**src/hdl/cpufr_pkg.sv**
```systemverilog
package cpufr_pkg;
  // Flag register field positions
  localparam int FLG_WIDTH = 16;
  localparam int POS_BANK = 0;
  localparam int POS_OVF = 1;
  localparam int POS_IEN = 2;
  localparam int POS_SSEL = 3;
  localparam int POS_FUF = 4;
  localparam int POS_FOF = 5;
  localparam int POS_RSV = 6;
  localparam int POS_RADIX = 7;
  localparam int POS_RND = 8;
  localparam int POS_PPL = 12;
  localparam logic [15:0] FLG_RESET = 16'h0000;
  localparam logic [15:0] FLG_WMASK = 16'h73bf;
  // Register port offsets
  localparam logic [3:0] ADDR_FLAG = 4'h0;
  localparam logic [3:0] ADDR_SAVED = 4'h1;
  localparam logic [3:0] ADDR_ISTAT = 4'h2;
  localparam logic [3:0] ADDR_ICLR = 4'h3;
  localparam logic [3:0] ADDR_IEN = 4'h4;
  localparam logic [2:0] PPL_BLOCK_ALL = 3'h7;
  localparam logic [7:0] TRAP_MAX_CLEAR = 8'h7f;
  // Event status bits
  localparam int EV_ACCEPT = 0;
  localparam int EV_OVF = 1;
  localparam int EV_FLT = 2;
  localparam int EV_WIDTH = 3;
endpackage : cpufr_pkg

```
**src/hdl/cpufr_flag_register.sv**
```systemverilog
`timescale 1ns/1ns
// Operation
// [RULE1] The bank select flag picks general register bank 0 when 0 and bank 1 when 1.
// [RULE2] Each arithmetic operation sets the overflow flag on overflow and clears it otherwise.
// [RULE3] Maskable interrupts are accepted only while the interrupt enable flag is 1.
// [RULE4] Accepting any interrupt clears the interrupt enable flag.
// [RULE5] Stack select 0 picks the interrupt stack pointer, 1 the user stack pointer.
// [RULE6] Stack select clears on a hardware interrupt or a software trap numbered 0 to 127.
// [RULE7] Each float operation sets the underflow flag on underflow or subnormal operand.
// [RULE8] Each float operation sets the overflow flag on overflow or subnormal operand.
// [RULE9] A 3-bit priority level field holds levels 0 to 7.
// [RULE10] A request is enabled only when its level is strictly above the priority level.
// [RULE11] At priority level 7 no interrupt request is accepted.
// [RULE12] The radix point bit selects which product slice the fixed-point multiply returns.
// [RULE13] Float results round by the 2-bit rounding mode field.
// [RULE14] Software writes 0 to the reserved bit and ignores its read value.
// [RULE15] Acceptance saves the old flag word before clearing enable and stack select.
module cpufr_flag_register #(
  parameter int TRAP_WIDTH = 8 // Software trap number width
) (
  input wire logic clk, // Core clock
  input wire logic nrst, // Async reset, active low
  input wire logic [3:0] regAddr, // Register address
  input wire logic [15:0] regWdata, // Write data
  input wire logic regWrite, // Write strobe
  input wire logic regRead, // Read strobe
  output logic [15:0] regRdata, // Read data, cycle after strobe
  input wire logic arithDone, // Arithmetic op completes
  input wire logic arithOverflow, // Its result overflowed
  input wire logic floatDone, // Float op completes
  input wire logic floatUnderflow, // Float underflow
  input wire logic floatOverflow, // Float overflow
  input wire logic floatSubnormal, // Operand was subnormal
  input wire logic irqRequest, // Hardware interrupt request
  input wire logic [2:0] irqLevel, // Its request level
  input wire logic irqMaskable, // Request is maskable
  input wire logic trapExec, // Software trap executes
  input wire logic [TRAP_WIDTH-1:0] trapNumber, // Trap number
  output logic irqAccept, // Interrupt taken this cycle
  output logic registerBank, // Active register bank
  output logic userStackSelect, // 1: user stack pointer
  output logic radixPointSelect, // Fixed-point product slice
  output logic [1:0] roundingModeField, // Float rounding mode
  output logic [2:0] processorPriorityLevel, // Current priority
  output logic [15:0] flagWord, // Whole flag register
  output logic irqOut // Event interrupt, level
);
  import cpufr_pkg::*;

  logic [15:0] flags;
  logic [15:0] savedFlags;
  logic [EV_WIDTH-1:0] evStatus;
  logic [EV_WIDTH-1:0] evEnable;
  logic [EV_WIDTH-1:0] evSet;
  logic trapClears;
  logic flagWrite;

  // Level gate shared by the accept logic and its checks
  function automatic logic level_passes(input logic [2:0] req, input logic [2:0] ppl);
    level_passes = (ppl != PPL_BLOCK_ALL) && (req > ppl);
  endfunction : level_passes

  // Acceptance: level first, then the enable flag for maskable sources
  assign irqAccept = irqRequest && level_passes(irqLevel, flags[POS_PPL+:3]) // [RULE10] [RULE11]
    && (!irqMaskable || flags[POS_IEN]); // [RULE3]
  assign trapClears = trapExec && ({{(32-TRAP_WIDTH){1'b0}}, trapNumber} <= 32'(TRAP_MAX_CLEAR));
  assign flagWrite = regWrite && (regAddr == ADDR_FLAG);

  // Flag register; hardware events win over a same-cycle software write
  always_ff @(posedge clk or negedge nrst) begin
    if (!nrst) begin
      flags <= FLG_RESET;
    end else begin
      logic [15:0] nextFlags;
      nextFlags = flags;
      if (flagWrite) begin
        nextFlags = regWdata & FLG_WMASK; // [RULE14]
      end
      if (arithDone) begin
        nextFlags[POS_OVF] = arithOverflow; // [RULE2]
      end
      if (floatDone) begin
        nextFlags[POS_FUF] = floatUnderflow || floatSubnormal; // [RULE7]
        nextFlags[POS_FOF] = floatOverflow || floatSubnormal; // [RULE8]
      end
      if (irqAccept) begin
        nextFlags[POS_IEN] = 1'b0; // [RULE4]
        nextFlags[POS_SSEL] = 1'b0; // [RULE6]
      end
      if (trapClears) begin
        nextFlags[POS_SSEL] = 1'b0; // [RULE6]
      end
      flags <= nextFlags;
    end
  end

  // Snapshot of the interrupted state, taken before the clears land
  always_ff @(posedge clk or negedge nrst) begin
    if (!nrst) begin
      savedFlags <= FLG_RESET;
    end else if (irqAccept || trapClears) begin
      savedFlags <= flags; // [RULE15]
    end
  end

  // Field outputs steer bank, stack, multiplier and rounding logic
  assign registerBank = flags[POS_BANK]; // [RULE1]
  assign userStackSelect = flags[POS_SSEL]; // [RULE5]
  assign radixPointSelect = flags[POS_RADIX]; // [RULE12]
  assign roundingModeField = flags[POS_RND+:2]; // [RULE13]
  assign processorPriorityLevel = flags[POS_PPL+:3]; // [RULE9]
  assign flagWord = flags;

  // Sticky event status; a set in the clear cycle wins
  assign evSet = {floatDone && (floatUnderflow || floatOverflow || floatSubnormal),
                  arithDone && arithOverflow, irqAccept};
  always_ff @(posedge clk or negedge nrst) begin
    if (!nrst) begin
      evStatus <= '0;
    end else if (regWrite && regAddr == ADDR_ICLR) begin
      evStatus <= (evStatus & ~regWdata[EV_WIDTH-1:0]) | evSet;
    end else begin
      evStatus <= evStatus | evSet;
    end
  end

  // Interrupt enable mask
  always_ff @(posedge clk or negedge nrst) begin
    if (!nrst) begin
      evEnable <= '0;
    end else if (regWrite && regAddr == ADDR_IEN) begin
      evEnable <= regWdata[EV_WIDTH-1:0];
    end
  end

  assign irqOut = |(evStatus & evEnable);

  // Read data one cycle after the strobe, zero otherwise and for unmapped offsets
  always_ff @(posedge clk or negedge nrst) begin
    if (!nrst) begin
      regRdata <= '0;
    end else if (regRead) begin
      unique case (regAddr)
        ADDR_FLAG: regRdata <= flags;
        ADDR_SAVED: regRdata <= savedFlags;
        ADDR_ISTAT: regRdata <= {13'h0000, evStatus};
        ADDR_IEN: regRdata <= {13'h0000, evEnable};
        default: regRdata <= '0;
      endcase
    end else begin
      regRdata <= '0;
    end
  end
endmodule : cpufr_flag_register

```
**config.mk**
```make
export PLATFORM = sky130hd
export DESIGN_NAME = cpufr_flag_register
export DESIGN_NICKNAME = d
export VERILOG_FILES = /design/src/hdl/cpufr_pkg.sv /design/src/hdl/cpufr_flag_register.sv
export SDC_FILE = /design/constraint.sdc
export NUM_CORES = 1
export LEC_CHECK = 0
export BUFFER_PORTS_ARGS = -buffer_cell sky130_fd_sc_hd__buf_2
export CORE_UTILIZATION = 38
export DETAILED_ROUTE_END_ITERATION = 16
export HOLD_SLACK_MARGIN = 0.06
export MAX_ROUTING_LAYER = met4
export PLACE_DENSITY = 0.66
export SYNTH_ARGS = -nofsm -noshare
export SYNTH_HDL_FRONTEND = slang
export SYNTH_SLANG_ARGS = --single-unit
```
**constraint.sdc**
```tcl
create_clock -name clk -period 2.5 [get_ports clk]
set_input_delay 0.5 -clock clk [delete_from_list [all_inputs] [get_ports clk]]
set_output_delay 0.5 -clock clk [all_outputs]
set_load 0.02 [all_outputs]
```
### Word level (Yosys, flattened, before mapping)

Cells that the tools add are included.

| operators by class | value |
|---|---|
| add/sub/neg operators | 0 |
| $mul | 0 |
| div/mod/pow operators | 0 |
| magnitude comparators | 2 |
| equality and inequality tests | 5 |
| shifts and indexed selects | 0 |
| multiplexer cells | 8 |
| bitwise gates (word level) | 5 |
| reduce and logical (&&, ||, !) cells | 22 |

Operators with widths:

| operator | count |
|---|---|
| $pmux W15 S4 | 1 |
| $mux W15 | 1 |
| $logic_and A1 B1 Y1 | 9 |
| $eq A4 B2 Y1 const B | 2 |
| $le A8 B7 Y1 const B | 1 |
| $and A3 B3 Y3 | 2 |
| $logic_or A1 B1 Y1 | 6 |
| $mux W6 | 1 |
| $or A3 B3 Y3 | 2 |
| $reduce_bool A2 Y1 | 3 |
| $eq A4 B1 Y1 const B | 1 |
| $eq A4 B3 Y1 const B | 1 |
| $logic_not A4 Y1 | 1 |
| $mux W2 | 2 |
| $gt A3 B3 Y1 | 1 |
| $mux W3 | 1 |
| $ne A3 B3 Y1 const B | 1 |
| $not A3 Y3 | 1 |
| $reduce_bool A3 Y1 | 1 |
| $reduce_or A3 Y1 | 1 |
| $mux W1 | 2 |
| $logic_not A1 Y1 | 1 |

| storage, ports and cells | value |
|---|---|
| flip-flop bits (word level) | 46 |
| latch bits | 0 |
| RAM bits | 0 |
| ROM bits | 0 |
| bits of input ports | 44 |
| output and inout bits | 42 |
| word-level logic and storage cells | 51 |
| memories kept | 0 |

### Depth between registers and ports, before layout

Gate-level depths: netlist of run 1.

| logic depth | value |
|---|---|
| depth after elaboration | 6 |
| depth in mapped cells | 7 |
| mapped depth without buffers | 6 |

### Worst setup path after synthesis of run 1

No wires, ideal clock.

| timing | value |
|---|---|
| path kind | register -> register |
| start point | register flags[14], in the netlist flagWord[14] |
| end point | register savedFlags[14] |
| library setup time | 0.125 ns |
| arrival | 1.907 ns |
| data required time | 2.375 ns |
| slack | 0.468 ns |
| cell stages (with the launch flop) | 8 |
| path buffers | 1 |
| clock period less this slack | 2.032 ns |
| cell sequence | dfrtp_1 > inv_1 > ha_1 > nand2_1 > o21a_1 > o22ai_1 > buf_4 > mux2_2 |

| on the way | value |
|---|---|
| longest elaborated chain between the ends | 5 |
| elaborated cells on any way between the ends | 6 |
| classes of those cells | 1 x order compare; 1 x eq/ne; 4 x reduce/logical |

Ends and longest elaborated chain:

| item | line | RTL |
|---|---|---|
| start: declaration | cpufr_flag_register.sv:50 | `logic [15:0] flags;` |
| start signal: assignment | cpufr_flag_register.sv:93 | `flags <= nextFlags;` |
| $gt A3 B3 Y1 or $ne A3 B3 Y1 (tied branches) | cpufr_flag_register.sv:60 | `level_passes = (ppl != PPL_BLOCK_ALL) && (req > ppl);` |
| $logic_and A1 B1 Y1 | cpufr_flag_register.sv:60 |  |
| $logic_and A1 B1 Y1 | cpufr_flag_register.sv:64 | `assign irqAccept = irqRequest && level_passes(irqLevel, flags[POS_PPL+:3])` |
| $logic_and A1 B1 Y1 | cpufr_flag_register.sv:65 | `&& (!irqMaskable \|\| flags[POS_IEN]);` |
| $logic_or A1 B1 Y1 | cpufr_flag_register.sv:101 | `end else if (irqAccept \|\| trapClears) begin` |
| end signal: assignment | cpufr_flag_register.sv:102 | `savedFlags <= flags;` |
| end: declaration | cpufr_flag_register.sv:51 | `logic [15:0] savedFlags;` |

Parallel ways exist; a longest one is shown, timed or not.
A chain may end at the register's enable or synchronous reset.

### Worst setup path after layout of run 1

| timing | value |
|---|---|
| start point | register flags[13], in the netlist flagWord[13] |
| end point | output irqAccept |

| on the way | value |
|---|---|
| longest elaborated chain between the ends | 4 |
| elaborated cells on any way between the ends | 5 |
| classes of those cells | 1 x order compare; 1 x eq/ne; 3 x reduce/logical |

Ends and longest elaborated chain:

| item | line | RTL |
|---|---|---|
| $gt A3 B3 Y1 or $ne A3 B3 Y1 (tied branches) | cpufr_flag_register.sv:60 |  |
| $logic_and A1 B1 Y1 * | cpufr_flag_register.sv:60 |  |
| $logic_and A1 B1 Y1 * | cpufr_flag_register.sv:64 |  |
| $logic_and A1 B1 Y1 * | cpufr_flag_register.sv:65 |  |
| end: declaration | cpufr_flag_register.sv:39 | `output logic irqAccept,` |

Every way passes the cells marked *; elsewhere a longest branch is shown, timed or not.

==> results_dict.tcl, run 1 <==
set metrics [dict create \
    status "finished clean" \
    dpl.cell_count 293 \
    rrSetupSlack_ns 0.59 \
    num_rows 26 \
    design_area_um2 2410 \
    start_kind "flop" \
    synthArstFlopShare 1.00 \
    max-slew-margin-rel 0.382 \
    worstPathMaxFanout 7 \
    grt_max_degree 43 \
    layout-drive-gt1-share 0.459 \
    syn2layout_area_growth_pct 19.9 \
    die_x_um 74.7 \
    ant_nets 0 \
    synthTopCellsByCount "dfrtp_1 (42), buf_4 (17), mux2_2 (17)" \
    fin_skew_ns 0.00625 \
    cts_buffer_depth 2 \
    grt_pass1_vias 1319 \
    final_nets 277 \
    hp-class "input pin to asynchronous set/reset pin" \
    post-route-drc-count 0 \
    syn_area_um2 2010 \
    cts_root_buffer "clkbuf_8" \
    placed_cell_area_um2 2320 \
    yosys_most_used_dff "dfrtp_1" \
    dp_hpwl_mm 2.81 \
    arrival_ns 1.80 \
    grt_overflow 0 \
    peakVddDrop_uv 408 \
    clock_latency_ns 0.29 \
    setup_ws_ns 0.198 \
    antenna_found_initial 0 \
    syn_inst 168 \
    synth_edf_count 0 \
    clkSinkCount 42 \
    slowest_stage "dfrtp_1" \
    fmax_ghz 0.434 \
    maxSlewViolCount 0 \
    drt-pass1-iter-count 4 \
    final_util 0.472 \
    yosysMostFrequentCell "dfrtp_1" \
    dpl_worst_slack_ns 0.380 \
    core_area_um2 5110 \
    fp.dieH_um 74.7 \
    whs_ns 0.339 \
    vias 1423 \
    path_cells "inv_1, ha_1, nand2_1, o21a_1, nor2_1, buf_2" \
    worstMarginPinSlew_ns 0.927 \
    avgSynthCellArea_um2 12.0 \
    hold_viol_final 0 \
    critical_path_depth 6 \
    synth_top_area_cell "dfrtp_1" \
    period_minus_slack_ns 2.30 \
    r2r-start "flagWord[13]" \
    postCtsSetupBuffers 0 \
    required_ns 2.00 \
    worst-path-buf-inv 2 \
    ys_ff_latch 42 \
    ys_seq_area_frac 0.523 \
    grtUsageTotal 0.165 \
    synthTopCellsByArea "dfrtp_1 (52%), mux2_2 (9.5%), buf_4 (6.4%)" \
    postCtsHoldBufs 0 \
    dieArea_um2 5580 \
    fin_tns_setup_ns 0 \
    cts_made_buffers 5 \
    critical_path.top_delay_family "flip-flops" \
    synthDistinctLibCells 34 \
    power_mw 1.75 \
    htreeDepth 2 \
    first_iter_violations 40 \
    synth_top_area_frac 0.523 \
    wirelength_mm 3.97 \
    reg2regPathDepth 7 \
    critical_path.max_stage_delay_ns 0.46 \
    layout.cells.non_filler 301 \
    p_per_area_nw_per_um2 728 \
    maxCapViolCount 0 \
    io_buffers 66 \
    vias_per_cell 4.73 \
    ctsResizeCount 0 \
    fin_crit_sh 0.921 \
    start_util 0.393 \
    reg2reg_to "savedFlags[0]" \
    setup_violations 0 \
    cp-end-kind "output pin" \
    ys_warn_count 0 \
    crit_end "irqAccept" \
    crit_type "flop to output pin" \
    cp-startpoint "flagWord[13]" \
    gp_congestion 0.733 \
    clk_pin_slew_worst_paths_ns 0.08 \
    wl_per_cell_um 13.2 \
    antenna_cells 0 \
    grt_pass1_wl_mm 6.54 \
    io_pins 86 \
    cts_tree "yes" \
    p_leak_nw 1.20 \
    rsz0062_at_grt "no" \
]
==> where the power goes <==
part / internal [mW] / total [mW] / switching (mW)
Clock: 0.196 / 0.433 / 0.237
Sequential: 0.792 / 0.886 / 0.0933
Combinational: 0.204 / 0.435 / 0.232
==> worst register-to-register path, cell delays in order, from the launching register on <==
cell and delay (ns):
dfrtp_1 0.46, inv_1 0.07, ha_1 0.29, nand2_1 0.05, o21a_1 0.18, o22ai_1 0.14, buf_4 0.24, mux2_2 0.36
==> sequential cells by signal, summed over array words and instances (netlist names) <==
register,cells
regRdata,12
savedFlags,12
flagWord,12
evEnable,3
evStatus,3
==> how the worst min path moves through the flow <==
stage | endpoint | from
CTS | regRdata[4] | nrst
detailed placement | savedFlags[14] | savedFlags[14]
global route | regRdata[4] | nrst
global placement | savedFlags[9] | savedFlags[9]
finish | evStatus[2] | nrst
floorplan | evEnable[0] | nrst
==> layout by cell type (no fill, tap or decap), types with 2 or more instances in the layout <==
cell      netlist  layout
a22o_1          5       5
dfrtp_1        42      41
a21oi_1         6       6
buf_2           1      66
inv_1           6       6
clkbuf_8        0       5
conb_1          1       8
a22oi_1        12      12
mux2i_1         2       2
mux2_4          5       5
ha_1            3       3
nor2b_1         2       2
nor2_1         13      13
buf_4          17       3
mux2_2         17      17
nand2_1        10      10
nand3_1         5       5
o21ai_0         3       3
==> routing by layer <==
metal / routed length, um / share of wire / track usage
met5: 0 / 0 / -
met1: 1930 / 0.49 / 0.219
met2: 1840 / 0.46 / 0.244
met4: 18 / 0.0045 / 0.0440
met3: 186 / 0.047 / 0.0522
==> cell type report <==
| cell class | count | area, um^2 |
|---|---|---|
| Fill cell | 514 | 2700 |
| Sequential cell | 42 | 1050 |
| Multi-Input combinational cell | 106 | 803 |
| Timing Repair Buffer | 69 | 353 |
| Tap cell | 70 | 87.6 |
| Clock buffer | 5 | 68.8 |
| Inverter | 6 | 22.5 |
| Clock inverter | 3 | 21.3 |
==> cells by family (layout without fill, tap and decap cells) <==
kind of cell,Yosys count,in the layout,synth area share
AOI/OAI and AO/OA,33,33,0.120
adders and majority gates,4,4,0.0237
buffers and inverters,27,83,0.0903
DFF,42,42,0.523
muxes,24,24,0.143
other,1,8,0.00187
and+or+nand+nor,37,37,0.0990
Note: power is estimated with default switching activity, not from simulation.
==> inputs of run 2 (changes only) <==
Settings changed: ABC_AREA set to 1, PLACE_DENSITY 0.66 to 0.65.
Clock period 2.5 ns to 2.2 ns, I/O delays scaled along.
==> run 2 against run 1 <==
  * Global-route usage increased by 0.73 points
  * Area after synthesis increased by 6.0%
  * Cell area increased by 5.0%
  * Power increased by 15%
  * Flip-flop and latch count unchanged
  * Utilization increased by 1.1 points
  * Cell count increased by 28%
  * Via count increased by 25%
  * Critical path depth increased by 1
  * Wire length increased by 15%
  * Worst hold slack got worse by 0.13 ns
  * Critical endpoint unchanged
==> results_dict.tcl, run 2 <==
set metrics [dict create \
    status "finished clean" \
    synth_xor_area_frac 0 \
    yosys_most_used_dff "dfrtp_1" \
    grtUsageTotal 0.172 \
    synth_simple_gate_area_frac 0.285 \
    synth_compound_area_frac 0.0699 \
    p_per_area_nw_per_um2 801 \
    worstPathMaxFanout 6 \
    max-slew-margin-rel 0.497 \
    first_iter_violations 114 \
    syn2layout_area_growth_pct 18.7 \
    synthDistinctLibCells 25 \
    cts_root_buffer "clkbuf_8" \
    clock_latency_ns 0.29 \
    worstMarginPinSlew_ns 0.754 \
    crit_type "flop to output pin" \
    cp-end-kind "output pin" \
    design_area_um2 2530 \
    fmax_ghz 0.490 \
    final_util 0.483 \
    clk_pin_slew_worst_paths_ns 0.07 \
    wirelength_mm 4.57 \
    ys_ff_latch 42 \
    post-route-drc-count 0 \
    power_frac_comb 0.256 \
    avgSynthCellArea_um2 8.46 \
    vias_per_cell 4.61 \
    final_nets 360 \
    grt_overflow 0 \
    io_buffers 66 \
    pwr-share-seq 0.496 \
    p_leak_nw 1.39 \
    grt_pass1_wl_mm 7.71 \
    period_minus_slack_ns 2.04 \
    clkPwrFrac 0.248 \
    synthArstFlopShare 1.00 \
    synth_edf_count 0 \
    clkSinkCount 42 \
    dieArea_um2 5910 \
    cts_buffer_depth 2 \
    placed_cell_area_um2 2420 \
    die_x_um 76.9 \
    core_area_um2 5240 \
    syn_area_um2 2130 \
    wl_per_cell_um 11.9 \
    postCtsHoldBufs 0 \
    layout-drive-gt1-share 0.296 \
    grt_pass1_vias 1592 \
    htreeDepth 2 \
    synthTopCellsByCount "nand2_1 (68), dfrtp_1 (42), nand3_1 (26)" \
    synth_top_family_by_area "simple AND/OR/NAND/NOR gates" \
    start_kind "flop" \
    layout_common_cells "nand2_1 (68), buf_2 (66), dfrtp_1 (41)" \
    synth_top_area_cell "dfrtp_1" \
    setup_violations 0 \
    cts_tree "yes" \
    hold_viol_final 0 \
    antenna_cells 0 \
    synth-adder-area-share 0.0176 \
    grt_max_degree 36 \
    p_int_mw 1.33 \
    syn_inst 252 \
    ys_seq_area_frac 0.493 \
    fin_skew_ns 0.00252 \
    ant_nets 0 \
    synth_top_area_frac 0.493 \
    synthTopCellsByArea "dfrtp_1 (49%), nand2_1 (12%), nand3_1 (6.1%)" \
    gp_congestion 0.831 \
    cts_made_buffers 5 \
    dp_hpwl_mm 3.33 \
    nFillCells 525 \
    num_rows 26 \
    fin_crit_sh 0.927 \
    hp-class "input pin to asynchronous set/reset pin" \
    arrival_ns 1.60 \
    fp.dieH_um 76.9 \
    required_ns 1.76 \
    maxCapViolCount 0 \
    switching_power_mw 0.692 \
    yosysMostFrequentCell "nand2_1" \
    rrSetupSlack_ns 0.47 \
    fin_tns_setup_ns 0 \
    vias 1772 \
    drt-pass1-iter-count 4 \
    start_util 0.407 \
    rsz0062_at_grt "no" \
    io_pins 86 \
    layout_commonest_cell "nand2_1" \
    yosys-mux-area-fraction 0 \
    ys_warn_count 0 \
    peakVddDrop_uv 381 \
    antenna_found_initial 0 \
    maxSlewViolCount 0 \
    switching_share 0.342 \
]
-- run 2: cell count changes after synthesis, moves of 3 or more --
cell	previous run	this run
nor2_1	13	7
a22o_1	5	0
o21ai_0	3	17
nand4_1	0	15
a22oi_1	12	0
nor2_2	0	3
nand2_1	10	68
mux2_2	17	0
nand3_1	5	26
mux2_4	5	0
inv_1	6	23
a21oi_1	6	10
-- run 2: final timing paths --
path	start	endpoint	depth (start not counted)
max	flagWord[14]	irqAccept	7
min	nrst	evEnable[1]	1
max reg2reg	flagWord[14]	savedFlags[14]	9
min reg2reg	savedFlags[4]	savedFlags[4]	2
max in group asynchronous	nrst	flagWord[14]	2
min in group clk	regWdata[12]	flagWord[12]	3
-- run 2: final cells by class --
cell class | instances | area [um^2] | share of cell area
timing repair buffer | 72 | 375 | 0.148
sequential | 42 | 1050 | 0.416
tap | 70 | 87.6 | 0.0346
clock buffer | 7 | 86.3 | 0.0341
multi-input combinational | 166 | 823 | 0.326
inverter | 26 | 98.8 | 0.0391
clock inverter | 1 | 5.00 | 0.00198
-- run 2: cells by family (layout without fill, tap and decap cells) --
| logic type | count (synthesis) | after routing |
|---|---|---|
| flip-flops | 42 | 42 |
| buffers and inverters | 51 | 106 |
| AND/OR/NAND/NOR | 126 | 126 |
| adder cells (fa/ha/maj) | 3 | 3 |
| AO/OA/AOI/OAI | 29 | 29 |
| other | 1 | 8 |
-- run 2: metrics by stage --
stage | power [mW] | setup slack, ns | hold slack [ns] | std cells
finish | 2.03 | 0.161 | 0.207 | 384
global route | 2.17 | 0.00389 | 0.263 | 384
CTS | 2.04 | 0.0548 | 0.242 | 382
detailed placement | 1.53 | 0.314 | 0.494 | 374
global placement | 1.52 | 0.316 | 0.489 | 374
floorplan | 1.38 | 0.265 | 0.144 | 259
-- run 2: repair_timing --
item | 4_1_cts | 5_1_grt
resized for setup | 1 | 0
setup buffers | 0 | 2
pin swaps | 0 | 1
setup endpoints to repair | 1 | 1
-- run 2: critical path, cell delays in order (launching register included) --
cell and delay [ns]:
dfrtp_2 0.42, inv_1 0.08, ha_1 0.31, a21oi_1 0.13
nand2_1 0.09, nand3_4 0.10, inv_1 0.04, buf_2 0.15
-- run 2: power groups by stage --
| stage | clock [mW] | sequential [mW] | combinational [mW] |
|---|---|---|---|
| 4_1_cts | 0.518 | 1.00 | 0.518 |
| 5_1_grt | 0.553 | 1.02 | 0.592 |
| 3_5_place_dp | 0 | 1.02 | 0.516 |
| 6_report | 0.502 | 1.00 | 0.519 |
| 3_3_place_gp | 0 | 1.01 | 0.507 |
| 2_1_floorplan | 0 | 1.04 | 0.344 |
-- run 2: per-layer routing --
metal	up-vias	track usage	wire length, um
met2	60	0.257	2160
met1	791	0.227	2070
met3	10	0.0357	242
met5	-	-	0
li1	911	-	-
met4	0	0.0712	97
==> inputs of run 3 (changes only) <==
Settings changed: GPL_TIMING_DRIVEN set to 0, RECOVER_POWER set to 100.
==> run 3 against run 2 <==
  * Clock skew is 0.0037 ns higher
  * Maximum frequency grew 0.66%
  * Via count is 6.3% higher
  * Wire length rose by 5.7%
  * Non-clock buffer count up 19
  * Largest cell class unchanged
==> results_dict.tcl, run 3 (synthesized netlist as in run 2, its figures left out) <==
set metrics [dict create \
    first_iter_violations 120 \
    rrSetupSlack_ns 0.29 \
    wl_per_cell_um 12.0 \
    layout_commonest_cell "nand2_1" \
    status "finished clean" \
    layout.cells.non_filler 402 \
    start_util 0.407 \
    hold_viol_final 0 \
    grt_pass1_vias 1730 \
    syn2layout_area_growth_pct 20.3 \
    layout_common_cells "nand2_1 (70), dfrtp_1 (41), clkbuf_1 (36)" \
    fin_crit_sh 0.921 \
    required_ns 1.76 \
    power_mw 2.02 \
    setup_violations 0 \
    peakVddDrop_uv 297 \
    dpl.cell_count 395 \
    whs_ns 0.306 \
    drt-pass1-iter-count 4 \
    post-route-drc-count 0 \
    arrival_ns 1.59 \
    final_nets 379 \
    cts_tree "yes" \
    cp-end-kind "output pin" \
    antenna_cells 0 \
    rsz0062_at_grt "no" \
    dp_hpwl_mm 3.61 \
    num_rows 26 \
    grtUsageTotal 0.182 \
    antenna_found_initial 0 \
    grt_overflow 0 \
    p_leak_nw 1.32 \
    gp_congestion 0.836 \
    maxCapViolCount 0 \
    fp.dieH_um 76.9 \
    worst-path-buf-inv 3 \
    fin_tns_setup_ns 0 \
    core_area_um2 5240 \
    clkSinkCount 42 \
    cts_made_buffers 5 \
    worstPathMaxFanout 6 \
    r2r-start "flagWord[14]" \
    slowest_stage "dfrtp_2" \
    final_util 0.489 \
    layout-drive-gt1-share 0.211 \
    grt_pass1_wl_mm 8.17 \
    hp-class "input pin to asynchronous set/reset pin" \
    period_minus_slack_ns 2.03 \
    placed_cell_area_um2 2570 \
    dpl_worst_slack_ns 0.0812 \
    io_buffers 66 \
    path_cells "inv_1, ha_1, a21oi_1, nand2_1, nand3_4, inv_1, clkbuf_2" \
    critical_path.max_stage_delay_ns 0.43 \
    wirelength_mm 4.83 \
    setup_ws_ns 0.174 \
    fin_skew_ns 0.00621 \
    cts_root_buffer "clkbuf_8" \
    cts_buffer_depth 2 \
    die_x_um 76.9 \
    start_kind "flop" \
    crit_type "flop to output pin" \
    clk_pin_slew_worst_paths_ns 0.08 \
    fmax_ghz 0.494 \
    dieArea_um2 5910 \
    grt_max_degree 43 \
    vias_per_cell 4.68 \
    worstMarginPinSlew_ns 1.01 \
    critical_path.top_delay_family "flip-flops" \
    vias 1883 \
    htreeDepth 2 \
    design_area_um2 2560 \
    io_pins 86 \
    ant_nets 0 \
    crit_top_cell "inv_1" \
    max-slew-margin-rel 0.324 \
    p_per_area_nw_per_um2 787 \
    maxSlewViolCount 0 \
    reg2regPathDepth 10 \
    clock_latency_ns 0.29 \
    reg2reg_to "savedFlags[5]" \
]
## run 3: cell count changes in the layout (fill, tap and decap cells not counted), sizes merged
cell / previous run / this run
buf: 72 / 48
clkinvlp: 0 / 1
clkbuf: 7 / 48
## run 3: how the worst max path moves through the flow
stage                  from  cells past startpoint   endpoint
6_report       flagWord[14]                      7  irqAccept
4_1_cts        flagWord[14]                      7  irqAccept
3_5_place_dp    irqLevel[2]                      8  irqAccept
5_1_grt        flagWord[14]                      7  irqAccept
3_3_place_gp    irqLevel[2]                      8  irqAccept
2_1_floorplan  flagWord[14]                      7  irqAccept
## run 3: where the power goes
| group | internal, mW | switching, mW |
|---|---|---|
| clock | 0.213 | 0.253 |
| combinational | 0.200 | 0.340 |
| sequential | 0.895 | 0.116 |
## run 3: metal layers
| layer | up-vias | routed length, um | GRT usage |
|---|---|---|---|
| met5 | - | 0 | - |
| met4 | 0 | 76 | 0.0654 |
| met3 | 6 | 261 | 0.0381 |
| met2 | 60 | 2300 | 0.281 |
| met1 | 865 | 2190 | 0.235 |
| li1 | 952 | - | - |
## run 3: final cells by class
class                   count  area [um^2]
inverters                  26         98.8
multi-input cells         166          791
clock buffers               5         68.8
clock inverters             2         10.0
well taps                  70         87.6
flip-flops and latches     42         1050
fillers                   543         2670
plain buffers              24          155
repair buffers             67          300
## run 3: repair_timing
item | CTS | global route
resized for setup | 1 | 0
gates cloned | 0 | 0
hold buffers | 0 | 0
setup buffers | 0 | 1
endpoints found under the setup margin | 1 | 1
